### src/verilog/iq_pkg.sv
// Purpose: Shared constants for the second interrupt bank status block.
// Assumes: Word index map; the byte address is four times the index.
// Notes:   Slot tables list raw words in ascending index order.
package iq_pkg;

    // ------------------------------------------------------------
    // Bus and word geometry
    // ------------------------------------------------------------
    localparam int IQ_DW = 32;
    localparam int IQ_AW = 16;
    localparam int IQ_RW = 16;
    localparam int IQ_NSLOT = 13;
    localparam int IQ_IDXW = 14;

    typedef logic [IQ_IDXW-1:0] iq_idx_t;
    typedef logic [IQ_RW-1:0] iq_word_t;
    typedef logic [3:0] iq_slot_t;

    // ------------------------------------------------------------
    // Register indices
    // ------------------------------------------------------------
    localparam iq_idx_t IQ_RAW_IDX [IQ_NSLOT] = '{
        14'h1981, 14'h1986, 14'h1988, 14'h198b, 14'h198c, 14'h198d, 14'h1990,
        14'h1995, 14'h1996, 14'h1997, 14'h1998, 14'h199d, 14'h19a3};
    localparam iq_word_t IQ_RAW_BITS [IQ_NSLOT] = '{
        16'h0160, 16'h0115, 16'h0307, 16'h033f, 16'h003f, 16'h003f, 16'hffff,
        16'h0001, 16'h0001, 16'h0001, 16'h0001, 16'h0001, 16'h000f};
    localparam iq_idx_t IQ_FLAG_DELTA = 14'h0080;
    localparam iq_idx_t IQ_MASK_DELTA = 14'h0040;
    localparam iq_idx_t IQ_CTRL_IDX = 14'h1a80;
    localparam iq_idx_t IQ_SUMMARY_IDX = 14'h1aa0;
    localparam iq_slot_t IQ_NO_SLOT = 4'hf;

    // ------------------------------------------------------------
    // Slots and field positions
    // ------------------------------------------------------------
    localparam int IQ_S_CLOCK = 0;
    localparam int IQ_S_JACK = 1;
    localparam int IQ_S_CONV = 2;
    localparam int IQ_S_SHORT = 3;
    localparam int IQ_S_ON = 4;
    localparam int IQ_S_OFF = 5;
    localparam int IQ_S_PINS = 6;
    localparam int IQ_S_EVNE = 7;
    localparam int IQ_S_EVFULL = 8;
    localparam int IQ_S_EVLVL = 9;
    localparam int IQ_S_DMA = 10;
    localparam int IQ_S_BUSY = 11;
    localparam int IQ_S_ALARM = 12;
    localparam int IQ_LOOP_A_LOCK_POS = 8;
    localparam int IQ_LOOP_B_REF_POS = 6;
    localparam int IQ_LOOP_A_REF_POS = 5;
    localparam int IQ_JACK3_POS = 8;
    localparam int IQ_CLAMP_POS = 4;
    localparam int IQ_JACK2_POS = 2;
    localparam int IQ_JACK1_POS = 0;
    localparam int IQ_CONV_B_POS = 9;
    localparam int IQ_CONV_A_POS = 8;
    localparam int IQ_INPUT_DET_POS = 2;
    localparam int IQ_DRC_B_POS = 1;
    localparam int IQ_DRC_A_POS = 0;
    localparam int IQ_SHORT_HI_POS = 8;
    localparam int IQ_CTRL_MASK_POS = 11;
    localparam int IQ_CTRL_POL_POS = 10;
    localparam int IQ_CTRL_ODRAIN_POS = 9;
    localparam int IQ_SUM_BANK2_POS = 1;

    // ------------------------------------------------------------
    // Reset values and writable control bits
    // ------------------------------------------------------------
    localparam iq_word_t IQ_CTRL_RESET = 16'h0400;
    localparam iq_word_t IQ_CTRL_BITS = 16'h0e00;
    localparam iq_word_t IQ_MASK_RESET = 16'hffff;

    // Slot whose raw index minus delta matches idx
    function automatic iq_slot_t iq_slot_of(input iq_idx_t idx, input iq_idx_t delta);
        iq_slot_t s;
        s = IQ_NO_SLOT;
        for (int i = 0; i < IQ_NSLOT; i++)
        begin
            if (IQ_RAW_IDX[i] - delta == idx)
                s = 4'(i);
        end
        return s;
    endfunction : iq_slot_of

endpackage : iq_pkg

### src/verilog/iq_sync.sv
// Purpose: Two-stage synchroniser for a bus of independent levels.
// Assumes: Each bit is a slow level; bits are not coherent with each other.
// Notes:   The first stage feeds only the second.
module iq_sync #(
    parameter int W = 8
) (
    input wire logic clk_sys,
    input wire logic rst_b,
    input wire logic [W-1:0] async_i,
    output logic [W-1:0] sync_o
);
    logic [W-1:0] meta_q;

    // Refuse an empty bus
    if (W < 1)
    begin : g_bad_width
        $error("W must be at least 1");
    end

    // Two flip-flops in series
    always_ff @(posedge clk_sys or negedge rst_b)
    begin
        if (!rst_b)
        begin
            meta_q <= '0;
            sync_o <= '0;
        end
        else
        begin
            meta_q <= async_i;
            sync_o <= meta_q;
        end
    end
endmodule : iq_sync

### src/verilog/iq_flag_bank.sv
// Purpose: Latched event flags with write-one-to-clear and mask words.
// Assumes: set, clr and mask writes arrive on clk_sys.
// Notes:   A set in the clearing cycle keeps the flag.
module iq_flag_bank
    import iq_pkg::*;
#(
    parameter int NSLOT = iq_pkg::IQ_NSLOT
) (
    input wire logic clk_sys,
    input wire logic rst_b,
    input wire logic [NSLOT*iq_pkg::IQ_RW-1:0] set_i,
    input wire logic [NSLOT*iq_pkg::IQ_RW-1:0] clr_i,
    input wire logic [NSLOT-1:0] mask_we_i,
    input wire logic [iq_pkg::IQ_RW-1:0] wdata_i,
    output logic [NSLOT*iq_pkg::IQ_RW-1:0] flags_o,
    output logic [NSLOT*iq_pkg::IQ_RW-1:0] masks_o,
    output logic pending_o
);
    // Flags: set by event, cleared by a one written
    always_ff @(posedge clk_sys or negedge rst_b)
    begin
        if (!rst_b)
            flags_o <= '0;
        else
            flags_o <= (flags_o & ~clr_i) | set_i;
    end

    // Masks: plain read/write words, masked at reset
    always_ff @(posedge clk_sys or negedge rst_b)
    begin
        if (!rst_b)
            masks_o <= {NSLOT{IQ_MASK_RESET}};
        else
            for (int s = 0; s < NSLOT; s++)
            begin
                if (mask_we_i[s])
                    masks_o[s*IQ_RW +: IQ_RW] <= wdata_i;
            end
    end

    // Bank summary
    assign pending_o = |(flags_o & ~masks_o);

    a_flag_sets_on_event: assert property (@(posedge clk_sys) disable iff (!rst_b)
        (|set_i) |=> ((flags_o & $past(set_i)) == $past(set_i)))
        else $error("event did not latch its flag");
    a_flag_clear_only_w1c: assert property (@(posedge clk_sys) disable iff (!rst_b)
        ##1 (($past(flags_o) & ~flags_o & ~$past(clr_i)) == '0))
        else $error("flag fell without a clearing write");
    a_mask_reset_high: assert property (@(posedge clk_sys) disable iff (!rst_b)
        !$past(rst_b) |-> (masks_o == {NSLOT{IQ_MASK_RESET}}))
        else $error("mask words not all ones after reset");
endmodule : iq_flag_bank

### src/verilog/iq_status_top.sv
// Purpose: Raw status, latched flags, masks and interrupt output of bank two.
// Assumes: APB slave, zero wait states; all condition inputs are asynchronous.
// Notes:   Word at index n sits at byte address 4*n; upper 16 data bits read 0.

// Summary of operation
// - Clock loop status: lock of loop A bit 8, reference lost B bit 6, A bit 5.
// - Jack present bits 8, 2, 0 read 1 when the sense pin is low.
// - One clamp bit at position 4 reads 1 when any clamp is enabled.
// - A clamp enabled only by its override does not show in the clamp bit.
// - Converter input B and A lock at bits 9 and 8, live.
// - Signal detect: input path bit 2, range controllers B bit 1, A bit 0.
// - One short-circuit bit per phones channel at bits 9, 8 and 5 to 0.
// - Enable-done bits read 0 while sequencing, 1 once done.
// - Disable-done bits 5 to 0 read 0 while sequencing, 1 once done.
// - Pin level word holds live levels of pins sixteen down to one.
// - Pin level is meaningful only for plain inputs; software ignores the rest.
// - Event queue not empty, full and level reached at bit 0 of three words.
// - Transfer-done flag and running flag at bit 0 of their words.
// - Alarm bits 3 to 0 follow alarm outputs of channels four to one.
// - Control bit 11 masks the interrupt output; resets to 0.
// - Control bit 10 picks polarity, 1 active low; resets to 1.
// - Each flag is set by an edge of its condition and cleared by writing 1.
// - Each flag has a mask bit resetting to 1; 1 blocks the flag.
// - Bank summary is the OR of unmasked flags, readable in the summary word.
module iq_status_top
    import iq_pkg::*;
#(
    parameter int NUM_CLAMPS = 4
) (
    input wire logic clk_sys,
    input wire logic rst_b,
    input wire logic psel,
    input wire logic penable,
    input wire logic pwrite,
    input wire logic [iq_pkg::IQ_AW-1:0] paddr,
    input wire logic [iq_pkg::IQ_DW-1:0] pwdata,
    output logic [iq_pkg::IQ_DW-1:0] prdata,
    output logic pready,
    output logic pslverr,
    input wire logic loop_a_lock_flag,
    input wire logic loop_b_reference_lost_flag,
    input wire logic loop_a_reference_lost_flag,
    input wire logic jack_sense_pin_one_b,
    input wire logic jack_sense_pin_two_b,
    input wire logic jack_sense_pin_three_b,
    input wire logic [NUM_CLAMPS-1:0] mic_clamp_enabled,
    input wire logic [NUM_CLAMPS-1:0] mic_clamp_override,
    input wire logic rate_conv_in_a_lock_flag,
    input wire logic rate_conv_in_b_lock_flag,
    input wire logic input_signal_seen_flag,
    input wire logic dyn_range_a_signal_flag,
    input wire logic dyn_range_b_signal_flag,
    input wire logic [7:0] phones_short_flag,
    input wire logic [5:0] phones_on_done,
    input wire logic [5:0] phones_off_done,
    input wire logic [15:0] pin_level,
    input wire logic event_queue_nonempty_flag,
    input wire logic event_queue_full_flag,
    input wire logic event_queue_level_flag,
    input wire logic dsp_transfer_done_flag,
    input wire logic dsp_running_flag,
    input wire logic [3:0] alarm_chan_flag,
    output logic irq_pin_o,
    output logic irq_pin_oe_b
);
    import iq_pkg::*;

    // ------------------------------------------------------------
    // Elaboration checks
    // ------------------------------------------------------------
    if (NUM_CLAMPS < 1 || NUM_CLAMPS > 8)
    begin : g_bad_clamps
        $error("NUM_CLAMPS must be 1 to 8");
    end

    localparam int SYNC_W = 3 + 3 + 2 * NUM_CLAMPS + 2 + 3 + 8 + 6 + 6 + 16 + 3 + 2 + 4;
    localparam int FLAT_W = IQ_NSLOT * IQ_RW;

    // ------------------------------------------------------------
    // Input synchronisation
    // ------------------------------------------------------------
    logic [SYNC_W-1:0] cond_async;
    logic [SYNC_W-1:0] cond_sync;
    logic s_lock_a;
    logic s_ref_b;
    logic s_ref_a;
    logic s_jack1_b;
    logic s_jack2_b;
    logic s_jack3_b;
    logic [NUM_CLAMPS-1:0] s_clamp_en;
    logic [NUM_CLAMPS-1:0] s_clamp_ovd;
    logic s_conv_a;
    logic s_conv_b;
    logic s_input_det;
    logic s_drc_a;
    logic s_drc_b;
    logic [7:0] s_short;
    logic [5:0] s_on;
    logic [5:0] s_off;
    logic [15:0] s_pins;
    logic s_ev_ne;
    logic s_ev_full;
    logic s_ev_lvl;
    logic s_dma;
    logic s_busy;
    logic [3:0] s_alarm;

    // Every condition comes from another domain or a pin
    assign cond_async = {loop_a_lock_flag, loop_b_reference_lost_flag,
        loop_a_reference_lost_flag, jack_sense_pin_one_b, jack_sense_pin_two_b,
        jack_sense_pin_three_b, mic_clamp_enabled, mic_clamp_override,
        rate_conv_in_a_lock_flag, rate_conv_in_b_lock_flag, input_signal_seen_flag,
        dyn_range_a_signal_flag, dyn_range_b_signal_flag, phones_short_flag,
        phones_on_done, phones_off_done, pin_level, event_queue_nonempty_flag,
        event_queue_full_flag, event_queue_level_flag, dsp_transfer_done_flag,
        dsp_running_flag, alarm_chan_flag};

    iq_sync #(
        .W(SYNC_W)
    ) u_sync (
        .clk_sys(clk_sys),
        .rst_b(rst_b),
        .async_i(cond_async),
        .sync_o(cond_sync)
    );

    // Unpack the synchronised bus
    assign {s_lock_a, s_ref_b, s_ref_a, s_jack1_b, s_jack2_b, s_jack3_b, s_clamp_en,
        s_clamp_ovd, s_conv_a, s_conv_b, s_input_det, s_drc_a, s_drc_b, s_short, s_on,
        s_off, s_pins, s_ev_ne, s_ev_full, s_ev_lvl, s_dma, s_busy, s_alarm} = cond_sync;

    // ------------------------------------------------------------
    // Raw status words
    // ------------------------------------------------------------
    iq_word_t raw_w [IQ_NSLOT];
    logic [FLAT_W-1:0] raw_flat;
    logic clamp_shown;

    // Clamp enabled by its own control, not by override
    assign clamp_shown = |(s_clamp_en & ~s_clamp_ovd);

    // Live words, no latching
    always_comb
    begin
        for (int s = 0; s < IQ_NSLOT; s++)
            raw_w[s] = '0;
        raw_w[IQ_S_CLOCK][IQ_LOOP_A_LOCK_POS] = s_lock_a;
        raw_w[IQ_S_CLOCK][IQ_LOOP_B_REF_POS] = s_ref_b;
        raw_w[IQ_S_CLOCK][IQ_LOOP_A_REF_POS] = s_ref_a;
        raw_w[IQ_S_JACK][IQ_JACK3_POS] = ~s_jack3_b;
        raw_w[IQ_S_JACK][IQ_JACK2_POS] = ~s_jack2_b;
        raw_w[IQ_S_JACK][IQ_JACK1_POS] = ~s_jack1_b;
        raw_w[IQ_S_JACK][IQ_CLAMP_POS] = clamp_shown;
        raw_w[IQ_S_CONV][IQ_CONV_B_POS] = s_conv_b;
        raw_w[IQ_S_CONV][IQ_CONV_A_POS] = s_conv_a;
        raw_w[IQ_S_CONV][IQ_INPUT_DET_POS] = s_input_det;
        raw_w[IQ_S_CONV][IQ_DRC_B_POS] = s_drc_b;
        raw_w[IQ_S_CONV][IQ_DRC_A_POS] = s_drc_a;
        raw_w[IQ_S_SHORT][IQ_SHORT_HI_POS +: 2] = s_short[7:6];
        raw_w[IQ_S_SHORT][5:0] = s_short[5:0];
        raw_w[IQ_S_ON][5:0] = s_on;
        raw_w[IQ_S_OFF][5:0] = s_off;
        raw_w[IQ_S_PINS] = s_pins;
        raw_w[IQ_S_EVNE][0] = s_ev_ne;
        raw_w[IQ_S_EVFULL][0] = s_ev_full;
        raw_w[IQ_S_EVLVL][0] = s_ev_lvl;
        raw_w[IQ_S_DMA][0] = s_dma;
        raw_w[IQ_S_BUSY][0] = s_busy;
        raw_w[IQ_S_ALARM][3:0] = s_alarm;
    end

    // Flatten for the edge logic
    always_comb
    begin
        for (int s = 0; s < IQ_NSLOT; s++)
            raw_flat[s*IQ_RW +: IQ_RW] = raw_w[s];
    end

    // ------------------------------------------------------------
    // Edge detection
    // ------------------------------------------------------------
    logic [FLAT_W-1:0] prev_q;
    logic [1:0] prime_q;
    logic primed;
    logic [FLAT_W-1:0] edge_set;

    // History of raw bits, and a short hold-off while the synchroniser fills
    always_ff @(posedge clk_sys or negedge rst_b)
    begin
        if (!rst_b)
        begin
            prev_q <= '0;
            prime_q <= 2'h0;
        end
        else
        begin
            prev_q <= raw_flat;
            prime_q <= primed ? prime_q : prime_q + 2'h1;
        end
    end

    assign primed = (prime_q == 2'h3);

    // Rising edges, both edges for pin levels
    always_comb
    begin
        for (int s = 0; s < IQ_NSLOT; s++)
        begin
            if (s == IQ_S_PINS)
                edge_set[s*IQ_RW +: IQ_RW] = raw_w[s] ^ prev_q[s*IQ_RW +: IQ_RW];
            else
                edge_set[s*IQ_RW +: IQ_RW] = raw_w[s] & ~prev_q[s*IQ_RW +: IQ_RW];
            edge_set[s*IQ_RW +: IQ_RW] = primed ? edge_set[s*IQ_RW +: IQ_RW] : '0;
        end
    end

    // ------------------------------------------------------------
    // APB decode
    // ------------------------------------------------------------
    iq_idx_t acc_idx;
    iq_slot_t raw_slot;
    iq_slot_t flag_slot;
    iq_slot_t mask_slot;
    logic hit_ctrl;
    logic hit_sum;
    logic mapped;
    logic setup_ph;
    logic wr_acc;
    logic bad_q;

    assign acc_idx = paddr[IQ_AW-1:2];
    assign raw_slot = iq_slot_of(acc_idx, '0);
    assign flag_slot = iq_slot_of(acc_idx, IQ_FLAG_DELTA);
    assign mask_slot = iq_slot_of(acc_idx, IQ_MASK_DELTA);
    assign hit_ctrl = (acc_idx == IQ_CTRL_IDX);
    assign hit_sum = (acc_idx == IQ_SUMMARY_IDX);
    assign mapped = (raw_slot != IQ_NO_SLOT) || (flag_slot != IQ_NO_SLOT)
        || (mask_slot != IQ_NO_SLOT) || hit_ctrl || hit_sum;
    assign setup_ph = psel && !penable;
    assign wr_acc = psel && penable && pwrite && !bad_q;

    // Zero wait states; error only for an unmapped word
    assign pready = psel && penable;
    assign pslverr = psel && penable && bad_q;

    // ------------------------------------------------------------
    // Control word and flag bank
    // ------------------------------------------------------------
    iq_word_t ctrl_q;
    logic [FLAT_W-1:0] flags;
    logic [FLAT_W-1:0] masks;
    logic [FLAT_W-1:0] clr_flat;
    logic [IQ_NSLOT-1:0] mask_we;
    logic bank_pending;

    // Control bits 11..9; other bits read zero
    always_ff @(posedge clk_sys or negedge rst_b)
    begin
        if (!rst_b)
            ctrl_q <= IQ_CTRL_RESET;
        else if (wr_acc && hit_ctrl)
            ctrl_q <= pwdata[IQ_RW-1:0] & IQ_CTRL_BITS;
    end

    // Write one to clear, mask writes; raw words take no write
    always_comb
    begin
        clr_flat = '0;
        mask_we = '0;
        for (int s = 0; s < IQ_NSLOT; s++)
        begin
            if (wr_acc && flag_slot == 4'(s))
                clr_flat[s*IQ_RW +: IQ_RW] = pwdata[IQ_RW-1:0] & IQ_RAW_BITS[s];
            mask_we[s] = wr_acc && (mask_slot == 4'(s));
        end
    end

    iq_flag_bank #(
        .NSLOT(IQ_NSLOT)
    ) u_flags (
        .clk_sys(clk_sys),
        .rst_b(rst_b),
        .set_i(edge_set),
        .clr_i(clr_flat),
        .mask_we_i(mask_we),
        .wdata_i(pwdata[IQ_RW-1:0]),
        .flags_o(flags),
        .masks_o(masks),
        .pending_o(bank_pending)
    );

    // ------------------------------------------------------------
    // Read data
    // ------------------------------------------------------------
    iq_word_t rd_d;
    iq_word_t rd_q;

    // Select the addressed word during the setup cycle
    always_comb
    begin
        rd_d = '0;
        if (raw_slot != IQ_NO_SLOT)
            rd_d = raw_w[raw_slot];
        else if (flag_slot != IQ_NO_SLOT)
            rd_d = flags[flag_slot*IQ_RW +: IQ_RW];
        else if (mask_slot != IQ_NO_SLOT)
            rd_d = masks[mask_slot*IQ_RW +: IQ_RW];
        else if (hit_ctrl)
            rd_d = ctrl_q;
        else if (hit_sum)
            rd_d[IQ_SUM_BANK2_POS] = bank_pending;
    end

    // Data and error captured at setup, shown in the access cycle
    always_ff @(posedge clk_sys or negedge rst_b)
    begin
        if (!rst_b)
        begin
            rd_q <= '0;
            bad_q <= 1'b0;
        end
        else if (setup_ph)
        begin
            rd_q <= pwrite ? '0 : rd_d;
            bad_q <= !mapped;
        end
    end

    assign prdata = {{(IQ_DW - IQ_RW){1'b0}}, rd_q};

    // ------------------------------------------------------------
    // Interrupt output
    // ------------------------------------------------------------
    logic irq_active;
    logic irq_level_q;
    logic irq_oe_b_q;

    // Mask, then polarity; open drain only pulls low
    assign irq_active = bank_pending && !ctrl_q[IQ_CTRL_MASK_POS];

    always_ff @(posedge clk_sys or negedge rst_b)
    begin
        if (!rst_b)
        begin
            irq_level_q <= 1'b1;
            irq_oe_b_q <= 1'b0;
        end
        else
        begin
            irq_level_q <= irq_active ^ ctrl_q[IQ_CTRL_POL_POS];
            irq_oe_b_q <= ctrl_q[IQ_CTRL_ODRAIN_POS] && (irq_active ^ ctrl_q[IQ_CTRL_POL_POS]);
        end
    end

    assign irq_pin_o = irq_level_q;
    assign irq_pin_oe_b = irq_oe_b_q;

    // ------------------------------------------------------------
    // Checks
    // ------------------------------------------------------------
    a_jack_active_low: assert property (@(posedge clk_sys) disable iff (!rst_b)
        (!jack_sense_pin_three_b)[*3] |-> raw_w[IQ_S_JACK][IQ_JACK3_POS])
        else $error("jack three low but not reported present");
    a_clamp_no_override: assert property (@(posedge clk_sys) disable iff (!rst_b)
        (mic_clamp_enabled == mic_clamp_override)[*3] |-> !raw_w[IQ_S_JACK][IQ_CLAMP_POS])
        else $error("clamp shown though enabled only by override");
    a_summary_or: assert property (@(posedge clk_sys) disable iff (!rst_b)
        hit_sum && setup_ph && !pwrite |=> rd_q[IQ_SUM_BANK2_POS] == $past(|(flags & ~masks)))
        else $error("summary differs from unmasked flags");
    a_irq_mask_blocks: assert property (@(posedge clk_sys) disable iff (!rst_b)
        ctrl_q[IQ_CTRL_MASK_POS] |=> (irq_level_q == $past(ctrl_q[IQ_CTRL_POL_POS])))
        else $error("masked output still asserted");
    a_irq_polarity: assert property (@(posedge clk_sys) disable iff (!rst_b)
        bank_pending && !ctrl_q[IQ_CTRL_MASK_POS] |=> irq_level_q != $past(ctrl_q[10]))
        else $error("pending interrupt shown at wrong polarity");
    a_ctrl_reset: assert property (@(posedge clk_sys) disable iff (!rst_b)
        !$past(rst_b) |-> (ctrl_q == IQ_CTRL_RESET && irq_level_q))
        else $error("control word or output wrong after reset");
    a_raw_write_ignored: assert property (@(posedge clk_sys) disable iff (!rst_b)
        (wr_acc && raw_slot != IQ_NO_SLOT) |=> $stable(ctrl_q) && $stable(masks))
        else $error("write to raw word changed state");
endmodule : iq_status_top

### config.mk
export PLATFORM = sky130hd
export DESIGN_NAME = iq_status_top
export DESIGN_NICKNAME = d
export VERILOG_FILES = /design/src/verilog/iq_pkg.sv /design/src/verilog/iq_sync.sv /design/src/verilog/iq_flag_bank.sv /design/src/verilog/iq_status_top.sv
export SDC_FILE = /design/constraint.sdc
export NUM_CORES = 1
export LEC_CHECK = 0
export BUFFER_PORTS_ARGS = -buffer_cell sky130_fd_sc_hd__buf_4
export CAP_MARGIN = 20
export CORE_MARGIN = 2
export CORE_UTILIZATION = 55
export DETAILED_ROUTE_END_ITERATION = 6
export PLACE_DENSITY_LB_ADDON = 0.15
export SYNTH_ARGS = -nofsm -noshare
export SYNTH_HDL_FRONTEND = slang
export SYNTH_SLANG_ARGS = --single-unit
### constraint.sdc
create_clock -name clk_sys -period 3.1 [get_ports clk_sys]
set_clock_uncertainty 0.15 [all_clocks]
set_input_delay 0.62 -clock clk_sys [delete_from_list [all_inputs] [get_ports clk_sys]]
set_output_delay 0.62 -clock clk_sys [all_outputs]
set_load 0.1 [all_outputs]
==> impl_metrics.sql, run 1 <==
INSERT INTO impl_metrics (metric_group, metric, value, unit) VALUES
('flow_run', 'timing.max_cap.violations', '0', ''),
('yosys', 'yosysMostFrequentCell', 'sky130_fd_sc_hd__dfrtp_1', ''),
('grt', 'first_global_vias', '17180', ''),
('sta', 'achievable-frequency', '332.2', 'MHz'),
('critical_path', 'critPathArrivalTime', '3330', 'ps'),
('floorplanning', 'chipWidth', '199.2', 'um'),
('critical_path', 'timing.critical_path.cells', 'buf_4 > or4b_4 > nor3_2 > a21oi_2 > buf_4 > o21a_2 > nor2_2 > buf_12 > o21ai_0 > a311oi_2 > buf_4 > o21ai_1', ''),
('power', 'fin_total_pwr', '13.44', 'mW'),
('sta', 'setup_viol_count_final', '0', ''),
('yosys', 'synthesis.yosys.warnings', '0', ''),
('yosys', 'yosys.area.top_type_share', '0.3153', ''),
('finish', 'layout-drive-gt1-share', '0.4419', ''),
('floorplanning', 'floorplan.die.height', '199.2', 'um'),
('run_status', 'status', 'finished clean', ''),
('clock_tree', 'clkTransAtPathRegs', '60', 'ps'),
('sta', 'finalCritPeriodShare', '0.9711', ''),
('critical_path', 'critical_path.most_common_cell', 'sky130_fd_sc_hd__buf_4', ''),
('finish', 'final-seq-area', '12120', 'um2'),
('critical_path', 'path_delay_family', 'simple AND/OR/NAND/NOR gates', ''),
('clock_tree', 'cts.htree.levels', '2', ''),
('place', 'dpl_worst_slack', '-722.7', 'ps'),
('finish', 'multi_input_area', '8083', 'um2'),
('floorplanning', 'boundaryPins', '153', ''),
('floorplanning', 'start_util', '0.5576', ''),
('drt', 'route.detailed.wl_per_inst', '26.76', 'um'),
('critical_path', 'critPathKind', 'in2reg', ''),
('yosys', 'synth.yosys.seq_area_share', '0.5786', ''),
('clock_tree', 'cts-buffers-inserted', '49', ''),
('yosys', 'synth_area_leaders', 'sky130_fd_sc_hd__dfrtp_1 32%, sky130_fd_sc_hd__dfstp_2 26%, sky130_fd_sc_hd__mux2_2 10%', ''),
('grt', 'antenna_violations_before_repair', '2', ''),
('power', 'vdd.ir_drop.worst', '547.2', 'uV'),
('power', 'power.combinational.fraction', '0.061', ''),
('drt', 'via_count', '16790', ''),
('finish', 'area_added_between_synthesis_and_finish', '30.01', '%'),
('sta', 'finalWorstSetupSlack', '89.49', 'ps'),
('power', 'power.share.clock', '0.462', ''),
('yosys', 'syn_inst', '1737', ''),
('critical_path', 'critical_path.startpoint_type', 'input pin', ''),
('clock_tree', 'tritoncts', 'built', ''),
('place', 'hpwlAfterDp', '53800', 'um'),
('yosys', 'synth-async-reset-ratio', '1.000', ''),
('power', 'switching_share', '0.2324', ''),
('drt', 'drtIter0Drc', '1415', ''),
('critical_path', 'cpMaxStageDelayCell', 'sky130_fd_sc_hd__or4b_4', ''),
('grt', 'grt_max_degree', '87', ''),
('critical_path', 'worstPathRequired', '3420', 'ps'),
('finish', 'nFillCells', '2589', ''),
('sta', 'finalSetupTns', '0', 'ps'),
('yosys', 'synth_common_cells', '264 x sky130_fd_sc_hd__dfrtp_1, 210 x sky130_fd_sc_hd__dfstp_2, 196 x sky130_fd_sc_hd__nand2_1, 195 x sky130_fd_sc_hd__mux2_2, 65 x sky130_fd_sc_hd__nor2_1', ''),
('drt', 'final_antenna_net_count', '0', ''),
('critical_path', 'critPathCaptureType', 'flop', ''),
('grt', 'aggregate_global_routing_overflow', '0', ''),
('worst_hold_path', 'holdCritPathClass', 'reg2reg', ''),
('yosys', 'yosys.cell_types.count', '100', ''),
('power', 'cell_internal_pwr', '10.32', 'mW'),
('power', 'static-leakage-power', '11.98', 'nW'),
('critical_path', 'cp_num_buf_inv', '4', ''),
('clock_tree', 'clock_insertion_delay_worst_skew', '600', 'ps'),
('power', 'net-switching-power', '3.124', 'mW'),
('sta', 'min_period', '3011', 'ps'),
('place', 'place_congestion', '0.9733', ''),
('yosys', 'synth_area', '20950', 'um2'),
('drt', 'count_of_unresolved_drc_violations_after_routing', '0', ''),
('sta', 'final_hold_viol_count', '0', ''),
('power', 'power_density', '493.5', 'nW/um2'),
('floorplanning', 'rows', '71', ''),
('sta', 'unrepaired_setup_endpoints_after_global_routing', 'false', ''),
('drt', 'drt-vias-per-instance', '6.107', ''),
('power', 'seq_power_share', '0.477', ''),
('grt', 'grt_util_all_layers', '0.3818', ''),
('yosys', 'postSynthRegisterBits', '474', '');
==> worst register-to-register path, cell delays in order (launching register included) <==
cell and delay (ps):
sky130_fd_sc_hd__dfstp_2 550, sky130_fd_sc_hd__nand2b_1 110, sky130_fd_sc_hd__o2111ai_1 270, sky130_fd_sc_hd__a211oi_1 270, sky130_fd_sc_hd__buf_4 180, sky130_fd_sc_hd__o2111ai_1 110
sky130_fd_sc_hd__nor4_1 270, sky130_fd_sc_hd__buf_4 190, sky130_fd_sc_hd__nor2_1 60, sky130_fd_sc_hd__buf_4 160, sky130_fd_sc_hd__a211oi_1 190, sky130_fd_sc_hd__buf_4 180
sky130_fd_sc_hd__o41ai_2 60
==> path summary, 6_finish.rpt <==
path	slack (ps)	cells past startpoint	from	endpoint
hold / removal	190	0	u_sync.meta_q[57]$_DFF_PN0_	u_sync.sync_o[57]$_DFF_PN0_
setup reg to reg	260	12	u_flags.masks_o[24]$_DFFE_PN1P_	rd_q[1]$_DFFE_PN0P_
max in group asynchronous	1510	4	rst_b	u_flags.masks_o[80]$_DFFE_PN1P_
min in group asynchronous	430	2	rst_b	rd_q[10]$_DFFE_PN0P_
hold reg to reg	190	0	u_sync.meta_q[57]$_DFF_PN0_	u_sync.sync_o[57]$_DFF_PN0_
setup / recovery	90	12	paddr[4]	rd_q[3]$_DFFE_PN0P_
==> timing repair <==
action                                  4_1_cts  5_1_grt
gates cloned                                  1        0
hold buffers                                 65        0
endpoints found under the hold margin        65        0
endpoints found under the setup margin        1       10
gates resized for setup                       2        2
setup buffers                                 0        1
pin swaps                                     1        2
==> power by group through the flow <==
stage                     clock network [mW]  logic [mW]  registers (mW)
after floorplan                            0       0.293            6.48
after global placement                     0       0.729            6.50
after detailed placement                   0       0.736            6.50
after CTS                               6.26       0.809            6.40
after global routing                    6.55       0.875            6.41
final                                   6.22       0.819            6.41
==> sequential cells by signal (all words and copies together), names as in the netlist <==
name / flops
irq_pin_o: 1
prime_q: 2
u_sync.sync_o: 64
bad_q: 1
u_flags.flags_o: 57
irq_pin_oe_b: 1
prev_q: 57
rd_q: 16
u_sync.meta_q: 64
u_flags.masks_o: 208
ctrl_q: 3
==> metrics by stage <==
stage	hold slack (ps)	std cells	area [um2]	utilization
after detailed placement	184.7	2591	24810	0.6602
after floorplan	174.4	1752	21010	-
after global routing	203.1	2749	27240	0.7249
final	192.5	2750	27240	0.7249
after global placement	181.8	2591	24810	0.6602
after CTS	195.2	2747	27200	0.7237
==> per-layer routing <==
layer,routed length (um),GRT usage,up-vias
li1,-,-,7242
met1,29570,0.5012,8569
met2,35060,0.6139,801
met3,5298,0.07207,180
met4,3636,0.1833,2
met5,13,0,-
==> logic make-up (layout without fill, tap and decap cells) <==
| logic type | after synthesis | after routing | share of synthesized area |
|---|---|---|---|
| other | 1 | 17 | 0.0001790 |
| buffers and inverters | 175 | 660 | 0.04019 |
| flip-flops | 474 | 474 | 0.5786 |
| AND/OR/NAND/NOR | 464 | 464 | 0.1121 |
| multiplexers | 229 | 229 | 0.1221 |
| XOR/XNOR | 20 | 20 | 0.008360 |
| adder cells (fa/ha/maj) | 1 | 1 | 0.0005971 |
| AO/OA/AOI/OAI | 373 | 374 | 0.1378 |
==> cells in the final DEF, fill, tap and decap left out, drive strengths merged, types with 15 or more instances in the layout <==
cell type	instances
o2bb2ai	28
xor2	18
dfrtp	264
mux2i	16
nand2b	24
a22o	24
and2	18
nor2b	17
inv	58
o221ai	26
a221oi	24
nor2	71
clkbuf	67
dfstp	210
a21oi	40
nor3	28
o22ai	36
o21ai	56
conb	16
buf	449
nand3	48
a2111oi	15
mux2	213
nand2	198
dlygate4sd3	65
==> layout make-up <==
class                   count  area share
diodes                      1  0.00009186
clock buffers              67     0.05310
clock inverters            23     0.01006
inverters                  56    0.007716
multi-input cells        1104      0.2967
flip-flops and latches    474      0.4451
well taps                 511     0.02347
repair buffers            514      0.1638
(Power assumes the default switching activity.)
==> inputs of run 2 (changes only) <==
--- a/config.mk
+++ b/config.mk
@@ -6,7 +6,6 @@
 export NUM_CORES = 1
 export LEC_CHECK = 0
 export BUFFER_PORTS_ARGS = -buffer_cell sky130_fd_sc_hd__buf_4
-export CAP_MARGIN = 20
 export CORE_MARGIN = 2
 export CORE_UTILIZATION = 55
 export DETAILED_ROUTE_END_ITERATION = 6
==> constraint.sdc (replaced) <==
create_clock -name clk_sys -period 3.85 [get_ports clk_sys]
set_clock_uncertainty 0.15 [all_clocks]
set_input_delay 0.77 -clock clk_sys [delete_from_list [all_inputs] [get_ports clk_sys]]
set_output_delay 0.77 -clock clk_sys [all_outputs]
set_load 0.1 [all_outputs]
==> impl_metrics.sql, run 2 (synthesis results as in run 1) <==
INSERT INTO impl_metrics (metric_group, metric, value, unit) VALUES
('drt', 'final_antenna_net_count', '0', ''),
('clock_tree', 'tritoncts', 'built', ''),
('place', 'place_congestion', '1.007', ''),
('power', 'power.combinational.fraction', '0.050', ''),
('finish', 'regMostFlops', 'u_flags.masks_o', ''),
('finish', 'most_common_cell_after_layout_fill_and_taps_aside', 'sky130_fd_sc_hd__buf_4', ''),
('clock_tree', 'ctsLongestPathBuffers', '3', ''),
('sta', 'min_period', '3387', 'ps'),
('run_status', 'status', 'finished clean', ''),
('critical_path', 'critical_path.most_common_cell', 'sky130_fd_sc_hd__buf_4', ''),
('grt', 'top_usage_layer', 'met2', ''),
('finish', 'layout-drive-gt1-share', '0.4143', ''),
('drt', 'route.detailed.wl_per_inst', '27.69', 'um'),
('floorplanning', 'start_util', '0.5576', ''),
('critical_path', 'crit_path_max_fanout', '17', ''),
('power', 'switching_share', '0.2331', ''),
('clock_tree', 'clock_insertion_delay_worst_skew', '610', 'ps'),
('sta', 'final_hold_viol_count', '0', ''),
('clock_tree', 'cts.htree.levels', '2', ''),
('clock_tree', 'cts_repair_resize_count', '0', ''),
('power', 'cell_internal_pwr', '8.365', 'mW'),
('floorplanning', 'boundaryPins', '153', ''),
('critical_path', 'cpMaxStageDelayCell', 'sky130_fd_sc_hd__a22oi_1', ''),
('power', 'vdd.ir_drop.worst', '370.2', 'uV'),
('critical_path', 'worst_r2r_startpoint', 'u_flags.masks_o[34]$_DFFE_PN1P_', ''),
('floorplanning', 'rows', '71', ''),
('clock_tree', 'cts-hold-fix-buffers', '0', ''),
('critical_path', 'critical_path.startpoint_type', 'input pin', ''),
('grt', 'aggregate_global_routing_overflow', '0', ''),
('grt', 'grt_first_pass_wirelength', '104300', 'um'),
('clock_tree', 'cts-root-buf', 'sky130_fd_sc_hd__clkbuf_16', ''),
('drt', 'drtIter0Drc', '1421', ''),
('power', 'seq_power_share', '0.473', ''),
('finish', 'finish.cell_count_without_fillers', '2546', ''),
('critical_path', 'timing.critical_path.from', 'paddr[5]', ''),
('grt', 'antenna_violations_before_repair', '1', ''),
('finish', 'nFillCells', '2890', ''),
('grt', 'grt.met2_usage', '0.5830', ''),
('sta', 'final_max_slew_viol_count', '0', ''),
('floorplanning', 'floorplan.die.height', '199.2', 'um'),
('flow_run', 'timing.max_cap.violations', '0', ''),
('grt', 'grt_max_degree', '115', ''),
('power', 'net-switching-power', '2.542', 'mW'),
('place', 'hpwlAfterDp', '50810', 'um'),
('finish', 'final-seq-area', '12120', 'um2'),
('finish', 'multi_input_area', '8056', 'um2'),
('critical_path', 'timing.critical_path.cells', 'buf_4 > and4b_1 > o2bb2ai_4 > buf_4 > o21a_1 > a22oi_1 > o22ai_1 > a221o_1 > a221oi_2 > o32a_1', ''),
('drt', 'via_count', '15970', ''),
('drt', 'count_of_unresolved_drc_violations_after_routing', '0', ''),
('finish', 'final_net_count', '2112', ''),
('power', 'power.share.clock', '0.477', ''),
('sta', 'unrepaired_setup_endpoints_after_global_routing', 'false', ''),
('clock_tree', 'clkSinkCount', '474', ''),
('clock_tree', 'cts-buffers-inserted', '49', ''),
('place', 'io_buffer_count', '118', ''),
('sta', 'achievable-frequency', '295.2', 'MHz'),
('critical_path', 'critPathCaptureType', 'flop', ''),
('critical_path', 'critical_path_max_stage_delay', '840', 'ps'),
('drt', 'drt-vias-per-instance', '6.272', ''),
('critical_path', 'critPathArrivalTime', '3790', 'ps'),
('floorplanning', 'die_area', '39670', 'um2'),
('worst_hold_path', 'min_from', 'jack_sense_pin_two_b', ''),
('drt', 'postRouteWirelength', '70490', 'um'),
('grt', 'global_route.usage.met1', '0.4838', ''),
('grt', 'first_global_vias', '15960', ''),
('finish', 'largest_registers', 'u_flags.masks_o: 208 flops, u_sync.meta_q: 64 flops, u_sync.sync_o: 64 flops', ''),
('sta', 'finalCritPeriodShare', '0.8797', ''),
('floorplanning', 'chipWidth', '199.2', 'um'),
('finish', 'layout_common_cells', '289 x sky130_fd_sc_hd__buf_4, 264 x sky130_fd_sc_hd__dfrtp_1, 210 x sky130_fd_sc_hd__dfstp_2', ''),
('place', 'dp.cells', '2454', ''),
('sta', 'worst_slew_pin_slew', '1051', 'ps'),
('power', 'power_density', '429.4', 'nW/um2'),
('sta', 'setup_viol_count_final', '0', ''),
('critical_path', 'critPathKind', 'in2reg', ''),
('power', 'static-leakage-power', '11.01', 'nW'),
('grt', 'global_route.usage.met3', '0.05755', ''),
('finish', 'area_added_between_synthesis_and_finish', '21.22', '%'),
('floorplanning', 'core_area', '37580', 'um2'),
('worst_hold_path', 'holdCritPathClass', 'in2reg', ''),
('clock_tree', 'clkTransAtPathRegs', '60', 'ps'),
('clock_tree', 'post-cts-setup-buffer-count', '0', ''),
('sta', 'finalSetupTns', '0', 'ps'),
('sta', 'max_slew_headroom', '0.2992', ''),
('critical_path', 'worstPathRequired', '4250', 'ps'),
('finish', 'largest_register_ff_count', '208', ''),
('grt', 'grt_util_all_layers', '0.3637', ''),
('drt', 'detail_route.first_pass.iterations', '6', ''),
('finish', 'antenna_cells', '0', '');
-- run 2: cell types whose count changed in the layout (fill, tap and decap cells not counted), moves of 2 or more --
cell | previous run | this run
sky130_fd_sc_hd__clkbuf_16 | 51 | 49
sky130_fd_sc_hd__clkinvlp_4 | 6 | 2
sky130_fd_sc_hd__buf_4 | 413 | 289
sky130_fd_sc_hd__clkinv_2 | 7 | 9
sky130_fd_sc_hd__bufinv_16 | 5 | 9
sky130_fd_sc_hd__clkbuf_8 | 11 | 7
sky130_fd_sc_hd__buf_12 | 34 | 20
sky130_fd_sc_hd__clkbuf_1 | 5 | 9
sky130_fd_sc_hd__clkinv_8 | 0 | 2
sky130_fd_sc_hd__dlygate4sd3_1 | 65 | 0
-- run 2: cell type report --
cell class,count,area share
sequential,474,0.4773
multi-input combinational,1103,0.3172
timing repair buffer,310,0.1018
clock buffer,65,0.05340
tap,511,0.02517
clock inverter,27,0.01685
inverter,56,0.008276
-- run 2: metal layers --
| metal | part of all wire | vias to the layer above | wire length (um) |
|---|---|---|---|
| met5 | 0 | - | 0 |
| met4 | 0.053 | 0 | 3754 |
| met1 | 0.40 | 8120 | 28040 |
| met3 | 0.074 | 195 | 5241 |
| li1 | - | 6816 | - |
| met2 | 0.47 | 837 | 33460 |
-- run 2: critical path: cells and delay by family --
| kind | cells | cell delay, ps |
|---|---|---|
| AOI/OAI and AO/OA | 7 | 2380 |
| and+or+nand+nor | 1 | 270 |
| buffers and inverters | 2 | 340 |
-- run 2: path summary, 6_finish.rpt --
check                           slack [ps]  depth (start not counted)                               end
worst max-delay path                   460                         10              rd_q[12]$_DFFE_PN0P_
worst min-delay path                   110                          1       u_sync.meta_q[59]$_DFF_PN0_
worst max register to register         870                         10               rd_q[1]$_DFFE_PN0P_
worst min register to register         180                          0       u_sync.sync_o[21]$_DFF_PN0_
max in group asynchronous             2440                          2  u_flags.masks_o[185]$_DFFE_PN1P_
min in group asynchronous              150                          1    u_flags.flags_o[103]$_DFF_PN0_
-- run 2: metrics by stage --
stage               worst slack (ps)  utilization  hold WS, ps  area [um2]  power (mW)
floorplan                      405.7            -        181.2       21010       5.454
global placement               16.40       0.6284        181.6       23620       5.770
detailed placement            -31.75       0.6284        184.7       23620       5.780
CTS                            602.5       0.6759        88.26       25400       10.97
global route                   389.8       0.6759        97.27       25400       11.22
finish                         463.0       0.6759        111.0       25400       10.91
-- run 2: power by group through the flow --
stage / combinational [mW] / sequential, mW / clock (mW)
CTS: 0.549 / 5.16 / 5.26
global route: 0.588 / 5.16 / 5.47
finish: 0.549 / 5.16 / 5.20
floorplan: 0.236 / 5.22 / 0
detailed placement: 0.544 / 5.24 / 0
global placement: 0.537 / 5.23 / 0
